==> config.mk <==
export PLATFORM = sky130hd
export DESIGN_NAME = watch_debug_ctrl
export DESIGN_NICKNAME = d
export VERILOG_FILES = /design/src/rtl/watch_debug_pkg.sv /design/src/rtl/watch_debug_ctrl.sv
export VERILOG_INCLUDE_DIRS = /design/src /design/src/rtl
export SDC_FILE = /design/constraint.sdc
export NUM_CORES = 1
export LEC_CHECK = 0
export BUFFER_PORTS_ARGS = -buffer_cell sky130_fd_sc_hd__buf_2
export CORE_MARGIN = 3
export CORE_UTILIZATION = 40
export CTS_BUF_LIST = sky130_fd_sc_hd__clkbuf_8
export DETAILED_ROUTE_END_ITERATION = 12
export PLACE_DENSITY = 0.77
export SYNTH_ARGS = -nofsm -noshare
export SYNTH_HDL_FRONTEND = slang
export SYNTH_SLANG_ARGS = --single-unit
==> constraint.sdc <==
create_clock -name clock -period 2 [get_ports clock]
set_clock_uncertainty 0.1 [all_clocks]
set_input_delay 0.1 -clock clock [delete_from_list [all_inputs] [get_ports clock]]
set_output_delay 0.1 -clock clock [all_outputs]
set_load 0.01 [all_outputs]
==> src/rtl/watch_debug_regs.svh <==
// constants for the watchpoint and halt control block
// assumes inclusion by bare name from rtl/
`ifndef WATCH_DEBUG_REGS_SVH
`define WATCH_DEBUG_REGS_SVH
// scan register addresses (5-bit index)
`define ADDR_HALT_CTRL 5'h00
`define ADDR_HALT_STAT 5'h01
`define ADDR_TRAP_SEL 5'h02
`define ADDR_WP0_CTRL_VAL 5'h0c
`define ADDR_WP0_CTRL_MSK 5'h0d
`define ADDR_WP1_CTRL_VAL 5'h14
`define ADDR_WP1_CTRL_MSK 5'h15
// control field bit positions
`define CB_DIR 0
`define CB_SIZE_LO 1
`define CB_SIZE_HI 2
`define CB_SEL 3
`define CB_PRIV 4
`define CB_EXT 5
`define CB_CHAIN 6
`define CB_RANGE 7
`define CB_ENABLE 8
// halt control bit positions
`define HC_ACK 0
`define HC_REQ 1
`define HC_IRQDIS 2
`define HC_STEP 3
// reset values
`define RST_CTRL_VAL 9'h000
`define RST_CTRL_MSK 8'h00
`define RST_HALT_CTRL 4'h0
`define RST_HALT_STAT 5'h00
`define RST_TRAP_SEL 8'h00
// reserved trap bit
`define TRAP_RESERVED 5
`endif

==> src/rtl/watch_debug_pkg.sv <==
// types shared by the watchpoint and halt control block
// assumes the _regs header for numeric constants
package watch_debug_pkg;
    // one scan access to a register
    typedef struct packed {
        logic strobe; // one-cycle access pulse
        logic write; // high for write
        logic [4:0] addr; // register index
        logic [31:0] wdata; // scanned-in value
    } scan_access_t;
    // core bus attributes seen by the comparators
    typedef struct packed {
        logic data_dir; // 0 read, 1 write
        logic [1:0] data_size; // access size
        logic data_priv; // 0 user, 1 privileged
        logic fetch_priv; // 0 user, 1 privileged
        logic compressed; // compressed fetch
    } core_attr_t;
    // single-step sequencer states, one bit flips per step except RUN back to IDLE
    typedef enum logic [1:0] {
        ST_IDLE = 2'b00,
        ST_ARMED = 2'b01,
        ST_RUN = 2'b11
    } step_state_t;
endpackage : watch_debug_pkg

==> src/rtl/watch_debug_ctrl.sv <==
// watchpoint control comparison, halt control/status, vector trap, single step
// assumes scan accesses arrive already synchronised to clock as one-cycle strobes
// Notes on behaviour
// - sel bit 3 picks data or fetch attributes
// - bit 3 never masked, bit 8 always masked out of the compare
// - bit 0 compares data direction
// - bits 2:1 compare data access size
// - data mode bit 4 compares data privilege
// - fetch mode bit 4 compares fetch privilege
// - fetch mode bit 2 compares compressed state
// - bit 5 compares per-unit external condition
// - unit 0 bit 6 compares unit 1 chain
// - chain latch loads data match on addr and control match
// - chain latch clears on value write, reset
// - unit 0 bit 7 compares unit 1 pair
// - watchpoint break asserted only when the unit's enable bit set
// - halt control four bits step irqdis req ack
// - status written on write, read otherwise
// - status 1:0 req/ack, 2 irq enable
// - status 3 shows synchronised memory request
// - status 4 shows compressed state flag
// - eight trap bits, one per exception
// - trapped vector fetch forces breakpoint
// - only exception-entry vector fetches trap
// - step runs one instruction then re-halts
// - sel bit steers fetch or data break
// - mask bit 3 reads zero, never set
`timescale 1ns/1ps
`default_nettype none
`include "watch_debug_regs.svh"
module watch_debug_ctrl (
    input wire logic clock, // 200 MHz core clock
    input wire logic rst_n, // async active-low reset
    input wire logic test_reset_n, // test logic reset, low clears chain latch
    input wire watch_debug_pkg::scan_access_t scan_in, // register access
    output logic [31:0] scan_rdata, // read data, registered
    input wire watch_debug_pkg::core_attr_t attr, // core bus attributes
    input wire logic [1:0] addr_hit, // per unit address-field match
    input wire logic [1:0] data_hit, // per unit data-field match
    input wire logic external_condition_zero, // unit 0 external condition
    input wire logic external_condition_one, // unit 1 external condition
    input wire logic halt_acknowledge, // core in debug state
    input wire logic core_irq_enable_state, // core interrupt enable
    input wire logic mem_request_n, // core memory request, active low
    input wire logic [7:0] vector_fetch, // one-hot exception vector fetch
    input wire logic exception_entry, // fetch is part of exception entry
    input wire logic insn_done, // core completed one instruction
    output logic fetch_break_hit, // instruction-side breakpoint
    output logic data_break_hit, // data-side breakpoint
    output logic vector_break, // trap forced breakpoint
    output logic step_break, // step re-entry request
    output logic halt_request, // debug request to core
    output logic irq_mask_in_debug, // interrupts disabled
    output logic link_latch_out, // unit 1 chain output
    output logic pair_out // unit 1 range output
);
    import watch_debug_pkg::*;

    // reset release through two flops
    // asserts at once, releases on an edge, so no flop sees a ragged release
    logic rst_s1, rst_sync_n;
    always_ff @(posedge clock or negedge rst_n) begin
        if (!rst_n) begin
            rst_s1 <= 1'b0;
            rst_sync_n <= 1'b0;
        end else begin
            rst_s1 <= 1'b1;
            rst_sync_n <= rst_s1;
        end
    end

    // registers
    logic [8:0] val_reg [2]; // control value per unit
    logic [7:0] msk_reg [2]; // control mask per unit
    logic [3:0] halt_control_reg; // step, irqdis, req, ack
    logic [7:0] exception_trap_select_reg; // one bit per vector
    logic [4:0] halt_status_reg; // writable status shadow
    logic [1:0] link_reg; // chain latch per unit
    step_state_t step_reg, step_next; // step sequencer

    // synchronisers for status; first stages read only by second stages
    logic ack_s1, ack_s2, mreq_s1, mreq_s2;
    always_ff @(posedge clock or negedge rst_sync_n) begin
        if (!rst_sync_n) begin
            ack_s1 <= 1'b0;
            ack_s2 <= 1'b0;
            mreq_s1 <= 1'b1;
            mreq_s2 <= 1'b1;
        end else begin
            ack_s1 <= halt_acknowledge;
            ack_s2 <= ack_s1;
            mreq_s1 <= mem_request_n;
            mreq_s2 <= mreq_s1;
        end
    end

    // access decode
    // one strobe carries either a write or a read, never both
    wire wr = scan_in.strobe && scan_in.write;
    wire rd = scan_in.strobe && !scan_in.write;
    wire wr_hc = wr && (scan_in.addr == `ADDR_HALT_CTRL);
    wire wr_hs = wr && (scan_in.addr == `ADDR_HALT_STAT);
    wire wr_ts = wr && (scan_in.addr == `ADDR_TRAP_SEL);
    wire [1:0] wr_val = {wr && (scan_in.addr == `ADDR_WP1_CTRL_VAL),
                         wr && (scan_in.addr == `ADDR_WP0_CTRL_VAL)};
    wire [1:0] wr_msk = {wr && (scan_in.addr == `ADDR_WP1_CTRL_MSK),
                         wr && (scan_in.addr == `ADDR_WP0_CTRL_MSK)};

    // compare one unit's control field; mask one means don't care
    function automatic logic ctrl_match(input logic [8:0] v, input logic [7:0] m,
                                        input logic [8:0] obs);
        logic [8:0] eff_m;
        eff_m = {1'b1, m};
        eff_m[`CB_SEL] = 1'b0;
        eff_m[`CB_ENABLE] = 1'b1; // enable gates output, not the compare
        ctrl_match = &(~(v ^ obs) | eff_m);
    endfunction : ctrl_match

    // observed control vector per unit, selected by bit 3
    function automatic logic [8:0] observed(input logic sel, input core_attr_t a,
                                            input logic ext, input logic chn,
                                            input logic rng);
        logic [8:0] o;
        o = 9'h000;
        o[`CB_SEL] = sel;
        o[`CB_EXT] = ext;
        o[`CB_CHAIN] = chn;
        o[`CB_RANGE] = rng;
        if (sel) begin
            o[`CB_DIR] = a.data_dir;
            o[`CB_SIZE_HI:`CB_SIZE_LO] = a.data_size;
            o[`CB_PRIV] = a.data_priv;
        end else begin
            o[`CB_PRIV] = a.fetch_priv;
            o[`CB_SIZE_HI] = a.compressed;
        end
        observed = o;
    endfunction : observed

    // hit terms declared ahead of the observed vectors that read them
    wire [1:0] ac_hit; // address and control field match per unit
    wire pair_comb; // unit 1 full match, fed live to unit 0
    // unit 1 feeds unit 0 chain and range; unit 1 own inputs tied low
    // pair stays combinational so both units can match in the same cycle
    wire [8:0] obs1 = observed(val_reg[1][`CB_SEL], attr, external_condition_one,
                               1'b0, 1'b0);
    wire [8:0] obs0 = observed(val_reg[0][`CB_SEL], attr, external_condition_zero,
                               link_reg[1], pair_comb);
    assign ac_hit[1] = addr_hit[1] && ctrl_match(val_reg[1], msk_reg[1], obs1);
    assign ac_hit[0] = addr_hit[0] && ctrl_match(val_reg[0], msk_reg[0], obs0);
    assign pair_comb = ac_hit[1] && data_hit[1];
    wire [1:0] hit = {pair_comb, ac_hit[0] && data_hit[0]};
    // enabled hits steered by selection bit
    wire [1:0] en_hit = {hit[1] && val_reg[1][`CB_ENABLE],
                         hit[0] && val_reg[0][`CB_ENABLE]};
    wire [1:0] is_data = {val_reg[1][`CB_SEL], val_reg[0][`CB_SEL]};
    wire fbh_next = |(en_hit & ~is_data);
    wire dbh_next = |(en_hit & is_data);
    // trap: reserved bit never fires, only exception-entry fetches count
    wire [7:0] trap_mask = exception_trap_select_reg & ~(8'h01 << `TRAP_RESERVED);
    wire vec_next = exception_entry && |(vector_fetch & trap_mask);

    // watchpoint registers and chain latches
    // a clear and a load in one cycle: the clear wins
    always_ff @(posedge clock or negedge rst_sync_n) begin
        if (!rst_sync_n) begin
            val_reg[0] <= `RST_CTRL_VAL;
            val_reg[1] <= `RST_CTRL_VAL;
            msk_reg[0] <= `RST_CTRL_MSK;
            msk_reg[1] <= `RST_CTRL_MSK;
            link_reg <= 2'b00;
        end else begin
            for (int u = 0; u < 2; u++) begin
                if (wr_val[u])
                    val_reg[u] <= scan_in.wdata[8:0];
                if (wr_msk[u])
                    msk_reg[u] <= scan_in.wdata[7:0] & ~(8'h01 << `CB_SEL);
                if (!test_reset_n || wr_val[u])
                    link_reg[u] <= 1'b0;
                else if (ac_hit[u])
                    link_reg[u] <= data_hit[u];
            end
        end
    end

    // halt control, status shadow, trap select
    always_ff @(posedge clock or negedge rst_sync_n) begin
        if (!rst_sync_n) begin
            halt_control_reg <= `RST_HALT_CTRL;
            exception_trap_select_reg <= `RST_TRAP_SEL;
            halt_status_reg <= `RST_HALT_STAT;
        end else begin
            if (wr_hc)
                halt_control_reg <= scan_in.wdata[3:0];
            if (wr_ts)
                exception_trap_select_reg <= scan_in.wdata[7:0];
            if (wr_hs)
                halt_status_reg <= scan_in.wdata[4:0];
        end
    end

    // live status view; writes land in the shadow, reads see live state
    // the irq enable bit uses the synchronised ack, never the raw pin
    wire [4:0] status_live = {attr.compressed, mreq_s2,
                              core_irq_enable_state && !ack_s2,
                              halt_control_reg[`HC_REQ], ack_s2};

    // read data register; unmapped index reads zero
    // only a read strobe loads the register, so the last answer holds
    wire [31:0] rd_mux =
        (scan_in.addr == `ADDR_HALT_CTRL) ? {28'h0, halt_control_reg} :
        (scan_in.addr == `ADDR_HALT_STAT) ? {27'h0, status_live} :
        (scan_in.addr == `ADDR_TRAP_SEL) ? {24'h0, exception_trap_select_reg} :
        (scan_in.addr == `ADDR_WP0_CTRL_VAL) ? {23'h0, val_reg[0]} :
        (scan_in.addr == `ADDR_WP0_CTRL_MSK) ? {24'h0, msk_reg[0]} :
        (scan_in.addr == `ADDR_WP1_CTRL_VAL) ? {23'h0, val_reg[1]} :
        (scan_in.addr == `ADDR_WP1_CTRL_MSK) ? {24'h0, msk_reg[1]} : 32'h0;

    // single step: armed while halted with step set, run after exit
    // limitation: a step bit set while running waits for the next halt
    always_comb begin
        step_next = step_reg;
        case (step_reg)
            ST_IDLE: if (ack_s2 && halt_control_reg[`HC_STEP]) step_next = ST_ARMED;
            ST_ARMED: begin
                if (!halt_control_reg[`HC_STEP]) step_next = ST_IDLE;
                else if (!ack_s2) step_next = ST_RUN;
            end
            ST_RUN: if (insn_done) step_next = ST_IDLE;
            default: step_next = ST_IDLE;
        endcase
    end

    // registered outputs
    // each break output stands one cycle per cause cycle
    always_ff @(posedge clock or negedge rst_sync_n) begin
        if (!rst_sync_n) begin
            step_reg <= ST_IDLE;
            scan_rdata <= 32'h0;
            fetch_break_hit <= 1'b0;
            data_break_hit <= 1'b0;
            vector_break <= 1'b0;
            step_break <= 1'b0;
        end else begin
            step_reg <= step_next;
            if (rd)
                scan_rdata <= rd_mux;
            fetch_break_hit <= fbh_next;
            data_break_hit <= dbh_next;
            vector_break <= vec_next;
            step_break <= (step_reg == ST_RUN) && insn_done;
        end
    end

    assign halt_request = halt_control_reg[`HC_REQ];
    assign irq_mask_in_debug = halt_control_reg[`HC_IRQDIS];
    assign link_latch_out = link_reg[1];
    assign pair_out = pair_comb;
endmodule : watch_debug_ctrl
`default_nettype wire

==> qor.csv, run 1 <==
metric;value;unit
status;complete, no violations;
final WL;8120;µm
crit path max fanout;3;
global-route wire length before repair;13000;µm
slew margin rel.;54.0;%
die area;0.00926;mm²
I/O pins;107;
commonest non-fill, non-tap cells in the layout;61 x dfrtp_1, 59 x buf_2, 33 x mux2_2;
area delta synth->final;23.7;%
CTS tree;yes;
max reg flops;16;
switching pwr;0.873;mW
FF+latch count, synth;66;
worst path bufs/invs;1;
Yosys cell types;44;
Finish-stage setup viols;0;
Crit Path Category;reg2out;
Clk pin slew, worst setup/hold paths;0.07;ns
design area;0.00403;mm²
min cycle time layout;1.96;ns
worst skew pair latency;0.34;ns
post-synthesis instance total;276;
clock sinks;66;
routed len/inst;17.3;µm
clk buf depth;2;
RSZ-0062 raised after global routing;true;
Setup WS pre-CTS;0.119;ns
Critical Path Source Type;flop;
Max IR drop VDD;0.000358;V
worst hold path type;in2reg;
via count;2493;
Net Sw Frac;28.3;%
Clock power frac;30.4;%
Syn Area/Cell;11.8;µm²
crit path DAT;1.76;ns
crit share post-route;98.2;%
pin count of the biggest net entering global routing;45;
PwrDens;765;mW/mm²
most common cell after layout, fill and taps aside;dfrtp_1;
CP endpoint kind;primary output;
hpwl dp;5940;µm
register area share after synthesis;50.8;%
Logic pwr share;16.7;%
post-route ant nets;0;
top cell type by total area after synthesis;dfrtp_1;
setup tns final;0;ns
Hold Worst Slack;0.0670;ns
Final nets;429;
Post-synth EDFFs;0;
initial antenna violation count;0;
top cells by area, synth;dfrtp_1 49%, mux2_2 11%, buf_4 5.5%, mux2_1 3.1%, a22oi_1 3.0%;
setup slack after layout;0.0358;ns
max frequency;509;MHz
Row Count;32;
Synth top area share;49.2;%
clock root cell;clkbuf_8;
die width;96.2;µm
main flop type after synthesis;dfrtp_1;
DRT Pass-1 Iters;4;
CTS H-tree lvls;3;
Inserted Clock Buffers;9;
P_int;2.21;mW
final slew viol count;0;
RePlAce Congestion;0.881;
number of fill cells;693;
diodes inserted;0;
Vias/cell;5.32;
port buffer count;59;
Synth Cell Area;0.00326;mm²
slowest CP cell;dfrtp_1;
Leak;2.02;nW
GRT Residual Overflow;0;
Max-Cap Viols;0;
DP Area;0.00364;mm²
Yosys warnings;0;
Die Ht;96.2;µm
slowest cell delay on critical path;0.44;ns
CP cell instances;xnor2_2 -> o2111a_2 -> o221ai_4 -> nor3_2 -> buf_2;
final hold vios;0;
ys async rst share;100;%
layout cells sized above 1;37.3;%
GRT Overall Usage;18.9;%
DRC errors left;0;
worst slew pin tran;0.690;ns
vias in the first global route;2502;
core area;0.00781;mm²
Crit path required time;1.80;ns
Largest delay share family, worst path;flip-flops;
DRT iter0 DRCs;243;
Starting Density;41.7;%
share of power burned in registers;52.9;%
==> Yosys cell counts, types with 2 or more instances <==
master / instances
nand3b_1: 2
nor2_1: 8
xor2_1: 8
nor4_1: 2
o21ai_1: 2
o21ai_0: 4
a31oi_1: 3
or3_1: 2
a21oi_1: 5
clkbuf_1: 3
inv_1: 7
o221ai_1: 2
buf_4: 24
nand2_1: 13
nor3_1: 2
o22ai_1: 6
xnor2_1: 3
conb_1: 2
and3_1: 7
mux2i_1: 7
mux2_1: 9
nand2b_1: 7
dfstp_2: 2
a31o_2: 2
nor3_2: 3
dfrtp_1: 64
a22oi_1: 13
nor3b_1: 2
mux2_2: 33
buf_2: 6
a222oi_1: 5
a21o_1: 5
a221oi_1: 2
==> power by group through the flow <==
stage	Combinational [mW]	Sequential (mW)	Clock, mW
2_1_floorplan	0.334	1.61	0
3_3_place_gp	0.440	1.63	0
3_5_place_dp	0.456	1.64	0
4_1_cts	0.485	1.62	0.961
5_1_grt	0.571	1.65	1.03
6_report	0.515	1.63	0.937
==> worst register-to-register path, delay by kind of cell, from the launching register on <==
family	cells	cell delay, ns
AOI/OAI and AO/OA	3	0.59
DFF	1	0.44
and+or+nand+nor	2	0.31
xor gates and xnor gates	1	0.18
buffers and inverters	1	0.14
==> logic make-up after synthesis <==
| logic type | after synthesis | synth area share [%] |
|---|---|---|
| compound gates | 55 | 12.4 |
| buf+inv | 42 | 8.07 |
| xor+xnor | 11 | 2.96 |
| mux | 49 | 16.7 |
| flops | 66 | 50.8 |
| simple gates | 51 | 8.88 |
| other cells | 2 | 0.231 |
==> per-stage QoR <==
| stage | utilization, % | instances | power, mW |
|---|---|---|---|
| finish | 51.6 | 469 | 3.08 |
| global route | 51.6 | 469 | 3.25 |
| CTS | 50.9 | 468 | 3.06 |
| detailed placement | 46.6 | 436 | 2.10 |
| global placement | 46.6 | 436 | 2.07 |
| floorplan | - | 298 | 1.94 |
==> worst paths after layout <==
check | from | to | slack [ns] | cells after the start
max | val_reg[5] | pair_out | 0.04 | 5
min | data_hit[1] | link_reg[1] | 0.07 | 3
max reg2reg | val_reg[5] | data_break_hit | 0.16 | 7
min reg2reg | rst_sync_n | ack_s1 | 0.12 | 0
max in group asynchronous | rst_sync_n | is_data[1] | 1.09 | 1
min in group asynchronous | rst_sync_n | ack_s1 | 0.12 | 0
==> what timing repair did <==
| action | CTS | global route |
|---|---|---|
| gates cloned | 0 | 0 |
| hold endpoints to repair | 52 | 0 |
| resized for setup | 2 | 9 |
| endpoints found under the setup margin | 1 | 4 |
| hold buffers | 16 | 0 |
| pin swaps | 0 | 4 |
| setup buffers | 0 | 1 |
==> area by class of cell <==
type	count	area [µm²]	area share [%]
clock buffer	10	138	3.42
clock inverter	6	26.3	0.653
inverter	7	26.3	0.653
multi-input combinational	190	1470	36.6
sequential	66	1660	41.2
tap	102	128	3.17
timing repair buffer	88	578	14.4
==> metal layers <==
metal,vias up,track usage (%),share of wire (%)
li1,1130,-,-
met1,1233,25.1,40
met2,112,29.2,48
met3,18,4.85,9.3
met4,0,7.94,2.1
met5,-,0,0
Power figures use the tool's default switching activity.
==> run 2, diff against run 1 <==
--- a/config.mk
+++ b/config.mk
@@ -11,6 +11,7 @@
 export CORE_UTILIZATION = 40
 export CTS_BUF_LIST = sky130_fd_sc_hd__clkbuf_8
 export DETAILED_ROUTE_END_ITERATION = 12
+export MAX_ROUTING_LAYER = met4
 export PLACE_DENSITY = 0.77
 export SYNTH_ARGS = -nofsm -noshare
 export SYNTH_HDL_FRONTEND = slang
==> qor.csv, run 2 (synthesis results as in run 1) <==
metric;value;unit;change
status;complete, no violations;;
routed len/inst;17.4;µm;+0.54%
crit path max fanout;5;;+2
min cycle time layout;1.98;ns;+0.0188 ns
hpwl dp;5940;µm;unchanged
Max-Cap Viols;0;;unchanged
DRT Pass-1 Iters;6;;+2
CTS tree;yes;;
design area;0.00403;mm²;unchanged
core area;0.00781;mm²;unchanged
Max IR drop VDD;0.000358;V;about the same
final hold vios;0;;unchanged
max reg flops;16;;unchanged
Clk pin slew, worst setup/hold paths;0.07;ns;about the same
RePlAce Congestion;0.895;;+1.6%
Design Power;3.09;mW;+0.17%
post-route ant nets;0;;unchanged
Die Ht;96.2;µm;unchanged
Finish-stage setup viols;0;;unchanged
CTS H-tree lvls;3;;unchanged
setup tns final;0;ns;unchanged
Vias/cell;5.38;;+1.2%
die area;0.00926;mm²;unchanged
port buffer count;59;;unchanged
slowest CP cell;dfrtp_2;;
layout cells sized above 1;37.3;%;unchanged
dpl cells;436;;unchanged
Crit path required time;1.80;ns;about the same
slew margin rel.;53.1;%;-0.97 points
GRT Overall Usage;19.4;%;+0.49 points
Critical Path Source Type;flop;;
Starting Density;41.7;%;unchanged
worst slew pin tran;0.704;ns;+0.0145 ns
Setup WS pre-CTS;0.119;ns;unchanged
max frequency;504;MHz;-0.95%
clock root cell;clkbuf_8;;
Layout Utilization;51.6;%;unchanged
die width;96.2;µm;unchanged
worst skew pair latency;0.34;ns;about the same
Leak;2.02;nW;unchanged
DRC errors left;0;;unchanged
CP cell instances;mux2i_1 -> xor2_1 -> o22ai_2 -> nor3_2 -> buf_2;;
Inserted Clock Buffers;9;;unchanged
vias in the first global route;2504;;+0.080%
DP Area;0.00364;mm²;unchanged
slowest cell delay on critical path;0.45;ns;about the same
RSZ-0062 raised after global routing;true;;
area delta synth->final;23.7;%;unchanged
Row Count;32;;unchanged
GRT Residual Overflow;0;;unchanged
global-route wire length before repair;13000;µm;about the same
Post-Layout Cell Count;469;;unchanged
setup slack after layout;0.0170;ns;-0.0188 ns
PwrDens;766;mW/mm²;+0.17%
diodes inserted;0;;unchanged
Hold Worst Slack;0.0644;ns;-0.00261 ns
final slew viol count;0;;unchanged
DRT iter0 DRCs;266;;+9.5%
worst hold path type;in2reg;;
crit share post-route;99.2;%;+0.94 points
CP endpoint kind;primary output;;
pin count of the biggest net entering global routing;45;;unchanged
initial antenna violation count;0;;unchanged
I/O pins;107;;unchanged
Final nets;429;;unchanged
most common cell after layout, fill and taps aside;dfrtp_1;;
clock sinks;66;;unchanged
clk buf depth;2;;unchanged
crit path DAT;1.78;ns;+0.02 ns
via count;2522;;+1.2%
Crit Path Category;reg2out;;
final WL;8170;µm;+0.54%
commonest non-fill, non-tap cells in the layout;61 x dfrtp_1, 59 x buf_2, 33 x mux2_2;;
run 2: cell counts in the layout (fill, tap and decap cells not counted):
No cell type changed its count.
run 2: cell type report:
class | count | area, µm²
clock buffer | 10 | 138
clock inverter | 6 | 26.3
fill | 693 | 3780
inverter | 7 | 26.3
multi-input combinational | 190 | 1470
sequential | 66 | 1660
tap | 102 | 128
timing repair buffer | 88 | 578
run 2: worst paths after layout:
path	from	end	slack, ns	cells after the start
setup reg to reg	is_data[1]	data_break_hit	0.13	7
max in group asynchronous	rst_sync_n	is_data[1]	1.08	1
hold / removal	data_hit[1]	link_reg[1]	0.06	3
hold reg to reg	rst_sync_n	ack_s1	0.12	0
setup / recovery	is_data[1]	pair_out	0.02	5
min in group asynchronous	rst_sync_n	ack_s1	0.12	0
run 2: layer usage:
layer	global-route usage (%)	wire length [µm]	part of all wire, %	vias to the layer above
met5	-	0	0	-
li1	-	-	-	1126
met2	29.2	3930	48	127
met4	7.94	174	2.1	0
met1	25.2	3390	42	1250
met3	4.46	664	8.1	19
run 2: repair_timing:
item,CTS,global route
endpoints found under the hold margin,52,0
buffers inserted,0,1
endpoints found under the setup margin,1,4
hold buffers,16,0
gates resized for setup,2,9
pin swaps,0,4
run 2: power by group:
group	total [mW]	internal (mW)	leakage, nW	switching (mW)
clock	0.940	0.463	0.0996	0.476
sequential	1.63	1.48	0.865	0.149
combinational	0.516	0.264	1.05	0.252
run 2: worst max-delay path, delay by kind of cell, from the launching register on:
kind	cells	cell delay, ns
and+or+nand+nor	1	0.23
AOI/OAI and AO/OA	1	0.12
xor gates and xnor gates	1	0.20
muxes	1	0.26
DFF	1	0.45
buffers and inverters	1	0.17
